[src/verilog/palor_map.svh]
// Register offsets, field positions and reset values of the alert, limit and operating-point bank
`ifndef PALOR_MAP_SVH
`define PALOR_MAP_SVH

// Register offsets
`define PALOR_ADDR_STATUS4   8'h81
`define PALOR_ADDR_MASK4     8'h83
`define PALOR_ADDR_TV_LO     8'h84
`define PALOR_ADDR_CM_LO     8'h85
`define PALOR_ADDR_TV_HI     8'h86
`define PALOR_ADDR_CM_HI     8'h87
`define PALOR_ADDR_CFG2      8'h88
`define PALOR_ADDR_OP_PROC   8'h8A
`define PALOR_ADDR_OP_R1     8'h8B
`define PALOR_ADDR_OP_LOC    8'h8C
`define PALOR_ADDR_OP_R2     8'h8D

// Reset values
`define PALOR_RST_MASK4      8'h00
`define PALOR_RST_LO_LIMIT   8'h00
`define PALOR_RST_HI_LIMIT   8'hFF
`define PALOR_RST_CFG2       8'h00
`define PALOR_RST_OP_PROC    8'hFB
`define PALOR_RST_OP_TEMP    8'h64
`define PALOR_RST_STATUS4    8'h00
`define PALOR_RD_UNMAPPED    8'h00

// Bit positions shared by the fourth mask and fourth status register
`define PALOR_BIT_RSV_HI     2
`define PALOR_BIT_PROC2      3
`define PALOR_BIT_PROC4      5
`define PALOR_BIT_CM         6
`define PALOR_BIT_TV         7

// Processor configuration fields
`define PALOR_CPUCNT_HI      7
`define PALOR_CPUCNT_LO      6
`define PALOR_DOM_CPU2       5
`define PALOR_DOM_CPU3       4
`define PALOR_DOM_CPU4       3
`define PALOR_CLIENT_BASE    8'h30

`endif

[src/verilog/palor_pkg.sv]
// Shared types of the alert, limit and operating-point bank
package palor_pkg;
  typedef logic [7:0] palor_byte_t;
  typedef logic [4:0] palor_src_t;
  typedef enum {
    PALOR_OP_PROC,
    PALOR_OP_REMOTE1,
    PALOR_OP_LOCAL,
    PALOR_OP_REMOTE2
  } palor_opch_t;
endpackage : palor_pkg

[src/verilog/palor_limit_check.sv]
// Window comparator flagging a reading outside its low and high limits
`timescale 1ns/1ps
module palor_limit_check #(
  parameter int WIDTH = 8
) (
  input  wire logic             clock,       // Core clock
  input  wire logic             rst,         // Synchronous reset
  input  wire logic [WIDTH-1:0] reading,     // Latest measurement
  input  wire logic [WIDTH-1:0] lowLimit,    // Low limit register
  input  wire logic [WIDTH-1:0] highLimit,   // High limit register
  output logic                  outOfLimit   // Reading outside window
);
  logic outOfLimit_r;
  logic outOfLimit_nxt;

  // Strictly below low or strictly above high counts as a violation
  always_comb begin
    outOfLimit_nxt = (reading < lowLimit) || (reading > highLimit);
  end

  always_ff @(posedge clock) begin
    if (rst) begin
      outOfLimit_r <= 1'b0;
    end else begin
      outOfLimit_r <= outOfLimit_nxt;
    end
  end

  assign outOfLimit = outOfLimit_r;
endmodule : palor_limit_check

[src/verilog/palor_regs.sv]
// Alert mask, limit, processor configuration and operating-point register bank
// Function
// - Mask bits 3, 4 and 5 of the fourth mask register block alerts from processor channels 2-4.
// - Mask bit 6 blocks current-monitor alerts and bit 7 blocks termination-voltage alerts.
// - Bits 2 to 0 of the fourth mask register are stored but steer nothing.
// - The individual masks alone do not silence the alert; the summary mask must be set too.
// - Termination-voltage limits sit at 0x84 and 0x86, resetting to 0x00 and 0xFF.
// - Current-monitor limits sit at 0x85 and 0x87, resetting to 0x00 and 0xFF.
// - With the lock bit set, limit, configuration and operating-point writes are ignored.
// - The two-bit processor count gives one to four processors at client addresses 0x30-0x33.
// - Bits 5, 4 and 3 mark processors 2, 3 and 4 as having two domains when set.
// - Operating points at 0x8A-0x8D reset to 0xFB for the processor and 0x64 for the rest.
// - With dynamic control on, each operating point is the target temperature of its channel.
// - The fourth mask register resets to 0x00 so every source starts unmasked.
// - A status flag clears on a status read only if its violation has gone away.
// - The summary mask bit silences only the summary path; unmasked individual flags still raise the alert.
`timescale 1ns/1ps
`include "palor_map.svh"
module palor_regs #(
  parameter int NUM_PROC = 4
) (
  input  wire logic                 clock,             // Core clock, 250 MHz
  input  wire logic                 rst,               // Synchronous reset
  input  wire logic                 regWrEn,           // Register write strobe
  input  wire logic                 regRdEn,           // Register read strobe
  input  wire palor_pkg::palor_byte_t regAddr,         // Register offset
  input  wire palor_pkg::palor_byte_t regWrData,       // Write data
  output palor_pkg::palor_byte_t    regRdData,         // Read data
  output logic                      regRdValid,        // Read data valid
  input  wire logic                 lockActive,        // Lock bit of config register 1
  input  wire logic                 summaryMask,       // Summary mask bit of mask 3
  input  wire logic [2:0]           procOutOfLimit,    // Processors 2-4 limit faults
  input  wire palor_pkg::palor_byte_t termVoltage,     // Termination voltage reading
  input  wire palor_pkg::palor_byte_t currentMonitor,  // Current monitor reading
  input  wire logic [3:0]           dynTminEnable,     // Dynamic control per channel
  output logic                      alertOut,          // Alert request, active high
  output logic                      summaryOutOfRange, // Any fourth status flag set
  output palor_pkg::palor_byte_t    statusFour,        // Fourth status flags
  output logic [2:0]                cpuCount,          // Processors present, 1-4
  output logic [NUM_PROC-1:0]       procPresent,       // Presence per processor
  output palor_pkg::palor_byte_t    lastClientAddr,    // Highest client address polled
  output logic                      cpu2TwoDomain,     // Processor 2 has two domains
  output logic                      cpu3TwoDomain,     // Processor 3 has two domains
  output logic                      cpu4TwoDomain,     // Processor 4 has two domains
  output palor_pkg::palor_byte_t    opTarget [4],      // Target per channel
  output logic [3:0]                opTargetActive     // Target in use per channel
);
  import palor_pkg::*;

  // Register storage
  palor_byte_t mask4_r;
  palor_byte_t mask4_nxt;
  palor_byte_t tvLow_r;
  palor_byte_t tvLow_nxt;
  palor_byte_t tvHigh_r;
  palor_byte_t tvHigh_nxt;
  palor_byte_t cmLow_r;
  palor_byte_t cmLow_nxt;
  palor_byte_t cmHigh_r;
  palor_byte_t cmHigh_nxt;
  palor_byte_t cfg2_r;
  palor_byte_t cfg2_nxt;
  palor_byte_t opPoint_r   [4];
  palor_byte_t opPoint_nxt [4];

  // Read path and derived state
  palor_byte_t rdData_r;
  palor_byte_t rdData_nxt;
  logic        rdValid_r;
  logic        rdValid_nxt;
  logic        writeOk;
  logic        lockedWr;
  logic        tvFault;
  logic        cmFault;
  palor_src_t  srcCause;
  palor_src_t  srcFlags;
  palor_src_t  srcMask;
  logic        statusRead;
  logic        alert_r;
  logic        alert_nxt;
  logic [1:0]  cpuCode_r;
  logic [1:0]  cpuCode_nxt;

  // Limit windows on the two analog inputs
  palor_limit_check #(
    .WIDTH(8)
  ) uTvCheck (
    .clock     (clock),
    .rst       (rst),
    .reading   (termVoltage),
    .lowLimit  (tvLow_r),
    .highLimit (tvHigh_r),
    .outOfLimit(tvFault)
  );

  palor_limit_check #(
    .WIDTH(8)
  ) uCmCheck (
    .clock     (clock),
    .rst       (rst),
    .reading   (currentMonitor),
    .lowLimit  (cmLow_r),
    .highLimit (cmHigh_r),
    .outOfLimit(cmFault)
  );

  // Status flags in source order: processors 2-4, current monitor, termination voltage
  assign srcCause   = {tvFault, cmFault, procOutOfLimit};
  assign statusRead = regRdEn && (regAddr == `PALOR_ADDR_STATUS4);

  palor_sticky_flags #(
    .WIDTH(5)
  ) uFlags (
    .clock  (clock),
    .rst    (rst),
    .cause  (srcCause),
    .readClr(statusRead),
    .flags  (srcFlags)
  );

  // Write gating: the mask register is never locked, the rest are
  assign writeOk  = regWrEn;
  assign lockedWr = regWrEn && !lockActive;

  // Next values of the writable registers
  always_comb begin
    mask4_nxt  = mask4_r;
    tvLow_nxt  = tvLow_r;
    tvHigh_nxt = tvHigh_r;
    cmLow_nxt  = cmLow_r;
    cmHigh_nxt = cmHigh_r;
    cfg2_nxt   = cfg2_r;
    for (int i = 0; i < 4; i++) begin
      opPoint_nxt[i] = opPoint_r[i];
    end
    // Reserved low bits are kept only so they read back
    if (writeOk && regAddr == `PALOR_ADDR_MASK4) begin
      mask4_nxt = regWrData;
    end
    if (lockedWr) begin
      unique case (regAddr)
        `PALOR_ADDR_TV_LO:   tvLow_nxt  = regWrData;
        `PALOR_ADDR_TV_HI:   tvHigh_nxt = regWrData;
        `PALOR_ADDR_CM_LO:   cmLow_nxt  = regWrData;
        `PALOR_ADDR_CM_HI:   cmHigh_nxt = regWrData;
        `PALOR_ADDR_CFG2:    cfg2_nxt   = regWrData;
        `PALOR_ADDR_OP_PROC: opPoint_nxt[PALOR_OP_PROC]    = regWrData;
        `PALOR_ADDR_OP_R1:   opPoint_nxt[PALOR_OP_REMOTE1] = regWrData;
        `PALOR_ADDR_OP_LOC:  opPoint_nxt[PALOR_OP_LOCAL]   = regWrData;
        `PALOR_ADDR_OP_R2:   opPoint_nxt[PALOR_OP_REMOTE2] = regWrData;
        default: begin
        end
      endcase
    end
  end

  // Register update with power-on values
  always_ff @(posedge clock) begin
    if (rst) begin
      mask4_r  <= `PALOR_RST_MASK4;
      tvLow_r  <= `PALOR_RST_LO_LIMIT;
      tvHigh_r <= `PALOR_RST_HI_LIMIT;
      cmLow_r  <= `PALOR_RST_LO_LIMIT;
      cmHigh_r <= `PALOR_RST_HI_LIMIT;
      cfg2_r   <= `PALOR_RST_CFG2;
      opPoint_r[PALOR_OP_PROC]    <= `PALOR_RST_OP_PROC;
      opPoint_r[PALOR_OP_REMOTE1] <= `PALOR_RST_OP_TEMP;
      opPoint_r[PALOR_OP_LOCAL]   <= `PALOR_RST_OP_TEMP;
      opPoint_r[PALOR_OP_REMOTE2] <= `PALOR_RST_OP_TEMP;
    end else begin
      mask4_r  <= mask4_nxt;
      tvLow_r  <= tvLow_nxt;
      tvHigh_r <= tvHigh_nxt;
      cmLow_r  <= cmLow_nxt;
      cmHigh_r <= cmHigh_nxt;
      cfg2_r   <= cfg2_nxt;
      for (int i = 0; i < 4; i++) begin
        opPoint_r[i] <= opPoint_nxt[i];
      end
    end
  end

  // Per-source mask in the same order as the flags
  assign srcMask = mask4_r[`PALOR_BIT_TV:`PALOR_BIT_PROC2];

  // Alert: unmasked individual flags, or the summary path unless its own mask
  // is set; masking only the individual bits leaves the summary path live
  always_comb begin
    alert_nxt = (|(srcFlags & ~srcMask))
              | ((|srcFlags) & ~summaryMask);
  end

  always_ff @(posedge clock) begin
    if (rst) begin
      alert_r <= 1'b0;
    end else begin
      alert_r <= alert_nxt;
    end
  end

  assign alertOut          = alert_r;
  assign summaryOutOfRange = |srcFlags;
  assign statusFour        = {srcFlags, 3'b000};

  // Processor count decode; registered so the outputs come from flops
  always_comb begin
    cpuCode_nxt = cfg2_r[`PALOR_CPUCNT_HI:`PALOR_CPUCNT_LO];
  end

  always_ff @(posedge clock) begin
    if (rst) begin
      cpuCode_r <= 2'h0;
    end else begin
      cpuCode_r <= cpuCode_nxt;
    end
  end

  // Code 00 means one processor at the base client address
  assign cpuCount       = {1'b0, cpuCode_r} + 3'h1;
  assign lastClientAddr = `PALOR_CLIENT_BASE + {6'h00, cpuCode_r};

  for (genvar p = 0; p < NUM_PROC; p++) begin : gPresent
    assign procPresent[p] = (p <= int'(cpuCode_r));
  end

  // Domain counts; the first processor has no bit and is single domain
  assign cpu2TwoDomain = cfg2_r[`PALOR_DOM_CPU2];
  assign cpu3TwoDomain = cfg2_r[`PALOR_DOM_CPU3];
  assign cpu4TwoDomain = cfg2_r[`PALOR_DOM_CPU4];

  // Targets to the fan loop; the loop uses one only while its channel runs
  // dynamic control, otherwise the value is merely stored
  for (genvar c = 0; c < 4; c++) begin : gTarget
    assign opTarget[c]       = opPoint_r[c];
    assign opTargetActive[c] = dynTminEnable[c];
  end

  // Read multiplexer; unmapped offsets read as zero
  always_comb begin
    rdValid_nxt = regRdEn;
    rdData_nxt  = rdData_r;
    if (regRdEn) begin
      unique case (regAddr)
        `PALOR_ADDR_STATUS4: rdData_nxt = {srcFlags, 3'b000};
        `PALOR_ADDR_MASK4:   rdData_nxt = mask4_r;
        `PALOR_ADDR_TV_LO:   rdData_nxt = tvLow_r;
        `PALOR_ADDR_TV_HI:   rdData_nxt = tvHigh_r;
        `PALOR_ADDR_CM_LO:   rdData_nxt = cmLow_r;
        `PALOR_ADDR_CM_HI:   rdData_nxt = cmHigh_r;
        `PALOR_ADDR_CFG2:    rdData_nxt = cfg2_r;
        `PALOR_ADDR_OP_PROC: rdData_nxt = opPoint_r[PALOR_OP_PROC];
        `PALOR_ADDR_OP_R1:   rdData_nxt = opPoint_r[PALOR_OP_REMOTE1];
        `PALOR_ADDR_OP_LOC:  rdData_nxt = opPoint_r[PALOR_OP_LOCAL];
        `PALOR_ADDR_OP_R2:   rdData_nxt = opPoint_r[PALOR_OP_REMOTE2];
        default:             rdData_nxt = `PALOR_RD_UNMAPPED;
      endcase
    end
  end

  // Read data holds until the next read
  always_ff @(posedge clock) begin
    if (rst) begin
      rdData_r  <= `PALOR_RD_UNMAPPED;
      rdValid_r <= 1'b0;
    end else begin
      rdData_r  <= rdData_nxt;
      rdValid_r <= rdValid_nxt;
    end
  end

  assign regRdData  = rdData_r;
  assign regRdValid = rdValid_r;
endmodule : palor_regs

[src/verilog/palor_sticky_flags.sv]
// Bank of sticky status flags cleared by a read once their cause is gone
`timescale 1ns/1ps
module palor_sticky_flags #(
  parameter int WIDTH = 5
) (
  input  wire logic             clock,    // Core clock
  input  wire logic             rst,      // Synchronous reset
  input  wire logic [WIDTH-1:0] cause,    // Live violation per flag
  input  wire logic             readClr,  // Status register read strobe
  output logic      [WIDTH-1:0] flags     // Sticky flags
);
  logic [WIDTH-1:0] flags_r;
  logic [WIDTH-1:0] flags_nxt;

  // A live cause wins over the read, so a read never hides a standing fault
  for (genvar i = 0; i < WIDTH; i++) begin : gFlag
    always_comb begin
      flags_nxt[i] = cause[i] | (flags_r[i] & ~readClr);
    end
  end

  always_ff @(posedge clock) begin
    if (rst) begin
      flags_r <= '0;
    end else begin
      flags_r <= flags_nxt;
    end
  end

  assign flags = flags_r;
endmodule : palor_sticky_flags
[config.mk]
export PLATFORM = sky130hd
export DESIGN_NAME = palor_regs
export DESIGN_NICKNAME = d
export VERILOG_FILES = /design/src/verilog/palor_pkg.sv /design/src/verilog/palor_limit_check.sv /design/src/verilog/palor_regs.sv /design/src/verilog/palor_sticky_flags.sv
export VERILOG_INCLUDE_DIRS = /design/src /design/src/verilog
export SDC_FILE = /design/constraint.sdc
export NUM_CORES = 1
export LEC_CHECK = 0
export ABC_AREA = 1
export BUFFER_PORTS_ARGS = -buffer_cell sky130_fd_sc_hd__buf_2
export CORE_MARGIN = 2
export CORE_UTILIZATION = 35
export CTS_CLUSTER_DIAMETER = 200
export DETAILED_ROUTE_END_ITERATION = 16
export GPL_TIMING_DRIVEN = 0
export PLACE_DENSITY = 0.56
export RECOVER_POWER = 25
export SLEW_MARGIN = 20
export SYNTH_ARGS = -nofsm -noshare
export SYNTH_HDL_FRONTEND = slang
export SYNTH_SLANG_ARGS = --single-unit
[constraint.sdc]
create_clock -name clock -period 2.8 [get_ports clock]
set_input_delay 0 -clock clock [delete_from_list [all_inputs] [get_ports clock]]
set_output_delay 0 -clock clock [all_outputs]
set_load 0.03 [all_outputs]
==> metrics.yaml <==
status: "completed"
cp_max_fo: 2
arrival_ns: 1.84
clk_latency_ns: 0.36
cts-resized-gates: 0
critPathRequiredTime_ns: 3.03
track_usage: 0.216
cts_tree: "done"
ctsRootBufferMaster: "clkbuf_16"
initial_core_util: 0.354
netlist_area_sq_um: 5330
synth.area.top_cells: "dfxtp_1 (37%), nand2_1 (11%), nand3_1 (10%)"
fin_crit_ns: 1.61
post_cts.repair.setup_buffers: 0
post_synth.cell_area_avg_sq_um: 7.16
fill_cells: 1633
gp_congestion: 0.862
p_leak_nw: 2.88
cp-start-kind: "flip-flop"
dp_hpwl_mm: 13.1
die_w_microns: 127
rsz0062_at_grt: "false"
clock_skew_ns: 0.00588
tightest_slew_ns: 0.815
clkTransAtPathRegs_ns: 0.07
vias_per_cell: 5.08
grt_overflow: 0
drive_gt1_frac: 0.156
cts_buffers: 9
finalMaxSlewViolations: 0
die_h_microns: 127
yosysSeqAreaShare: 0.372
critPathCaptureType: "flip-flop"
max_slew_margin: 0.457
wire_per_inst_microns: 16.5
critPathKind: "reg2reg"
final-hold-violation-count: 0
max_freq_ghz: 0.621
finalCritPeriodShare: 0.575
drt_wl_total_mm: 17.4
setup_violations: 0
yosys.area.top_type_share: 0.372
synth_warnings: 0
grt_max_degree: 16
portBuffers: 93
core_area_sq_um: 15000
drc: 0
vias: 5345
timing.setup.tns_ns: 0
first_global_vias: 4773
dieArea_sq_um: 16200
grt_first_pass_wirelength_mm: 26.9
dr.pass1.iters: 5
synthCells: 744
cts_buffer_depth: 2
syn_to_final_growth_pct: 19.5
drtIter0Drc: 430
p_per_area_nw_per_um2: 482
io-pin-count: 118
ys_ff_latch: 99
yosysTopAreaCell: "dfxtp_1"
hp-class: "in2reg"
hold_ws_ns: 0.0380
postLayoutCoreUtil: 0.423
ant_nets: 0
htreeDepth: 3
fin_nets: 939
ir_drop_mv: 0.332
diodes: 0
std_cell_rows: 45
yosysUniqueCellTypes: 28
maxCapViolCount: 0
antenna_found_initial: 0
clock_sinks: 99
## metrics by stage
step	total power, W	area, sq um	worst slack [ns]	instances
final	0.00307	6370	1.19	1052
after global routing	0.00318	6370	1.04	1052
after CTS	0.00308	6410	1.23	1052
after detailed placement	0.00177	6060	1.25	1033
after global placement	0.00177	6060	1.24	1033
after floorplan	0.00166	5360	1.45	752
## repair_timing
| action | in CTS | in global routing |
|---|---|---|
| endpoints found under the setup margin | 0 | 0 |
| endpoints found under the hold margin | 12 | 0 |
| hold buffers | 5 | 0 |
## cell usage after synthesis
cell,instances
nand3_1,109
a211oi_1,2
o21ai_1,8
nor3_1,1
nor2_4,12
nor2_1,40
or2_2,1
dfxtp_1,99
o22ai_1,1
nand3_2,4
buf_2,14
o21ai_0,45
nand2_2,1
buf_1,1
ha_1,33
nand3_4,4
inv_1,73
o221ai_1,1
buf_4,17
a21oi_1,90
buf_6,4
conb_1,2
nand4_1,4
o211ai_1,2
nand2_1,152
clkbuf_1,14
inv_2,9
clkinv_1,1
## per-layer routing
layer,track usage,routed length (microns)
met1,0.302,8250
met2,0.341,7760
met3,0.0448,1100
met4,0.0582,285
met5,0,0
## registers in the layout (all words and copies together) (netlist names)
name	flops
opPoint_r	32
cfg2_r	8
cmHigh_r	8
cmLow_r	8
mask4_r	8
regRdData	8
tvHigh_r	8
tvLow_r	8
uFlags.flags	5
cpuCode_r	2
alertOut	1
regRdValid	1
uCmCheck.outOfLimit	1
uTvCheck.outOfLimit	1
## path summary, 6_finish.rpt
path | start | end | slack [ns] | depth (start not counted)
min | regWrData[6] | opPoint_r[1][6]$_SDFFE_PP1P_ | 0.04 | 3
max | cmHigh_r[1]$_SDFFE_PP1P_ | uCmCheck.outOfLimit$_SDFF_PP0_ | 1.19 | 8
max reg2reg | cmHigh_r[1]$_SDFFE_PP1P_ | uCmCheck.outOfLimit$_SDFF_PP0_ | 1.19 | 8
min reg2reg | uCmCheck.outOfLimit$_SDFF_PP0_ | uFlags.flags[3]$_SDFF_PP0_ | 0.44 | 2
## power breakdown
group / switching, W / internal [W]
combinational: 0.000220 / 0.0000931
sequential: 0.00000799 / 0.00142
clock: 0.000557 / 0.000771
## layout make-up
cell class / instances / area, sq um / share of cell area
Clock inverter: 5 / 80.1 / 0.0126
Tap cell: 188 / 235 / 0.0369
Clock buffer: 9 / 225 / 0.0354
Timing Repair Buffer: 98 / 469 / 0.0737
Sequential cell: 99 / 1980 / 0.311
Buffer: 50 / 298 / 0.0468
Multi-Input combinational cell: 520 / 2770 / 0.434
Inverter: 83 / 312 / 0.0489
## worst max-delay path, stage by stage, from the launching register on
cell	delay, ns
dfxtp_1	0.35
inv_1	0.06
ha_1	0.29
a21oi_1	0.07
o21ai_0	0.14
nand2_1	0.07
o211ai_1	0.08
nand2_1	0.08
a21oi_1	0.34
## cells in the final DEF (no fill, tap or decap), types with 12 or more instances in the layout
| cell | Yosys | layout |
|---|---|---|
| nor2_1 | 40 | 40 |
| o21ai_0 | 45 | 45 |
| inv_1 | 73 | 73 |
| nand2_1 | 152 | 152 |
| a21oi_1 | 90 | 90 |
| nand3_1 | 109 | 109 |
| clkbuf_1 | 14 | 52 |
| ha_1 | 33 | 33 |
| buf_4 | 17 | 17 |
| buf_2 | 14 | 69 |
| dfxtp_1 | 99 | 99 |
| nor2_4 | 12 | 12 |
## kinds of logic (layout without fill, tap and decap cells)
kind of cell,Yosys count,count (layout),share of synthesized area
compound gates,149,149,0.143
simple gates,328,328,0.292
buf+inv,133,245,0.115
fa+ha+maj,33,33,0.0775
other cells,2,10,0.00141
flops,99,99,0.372
No activity file was read; power rests on OpenSTA's default activity.
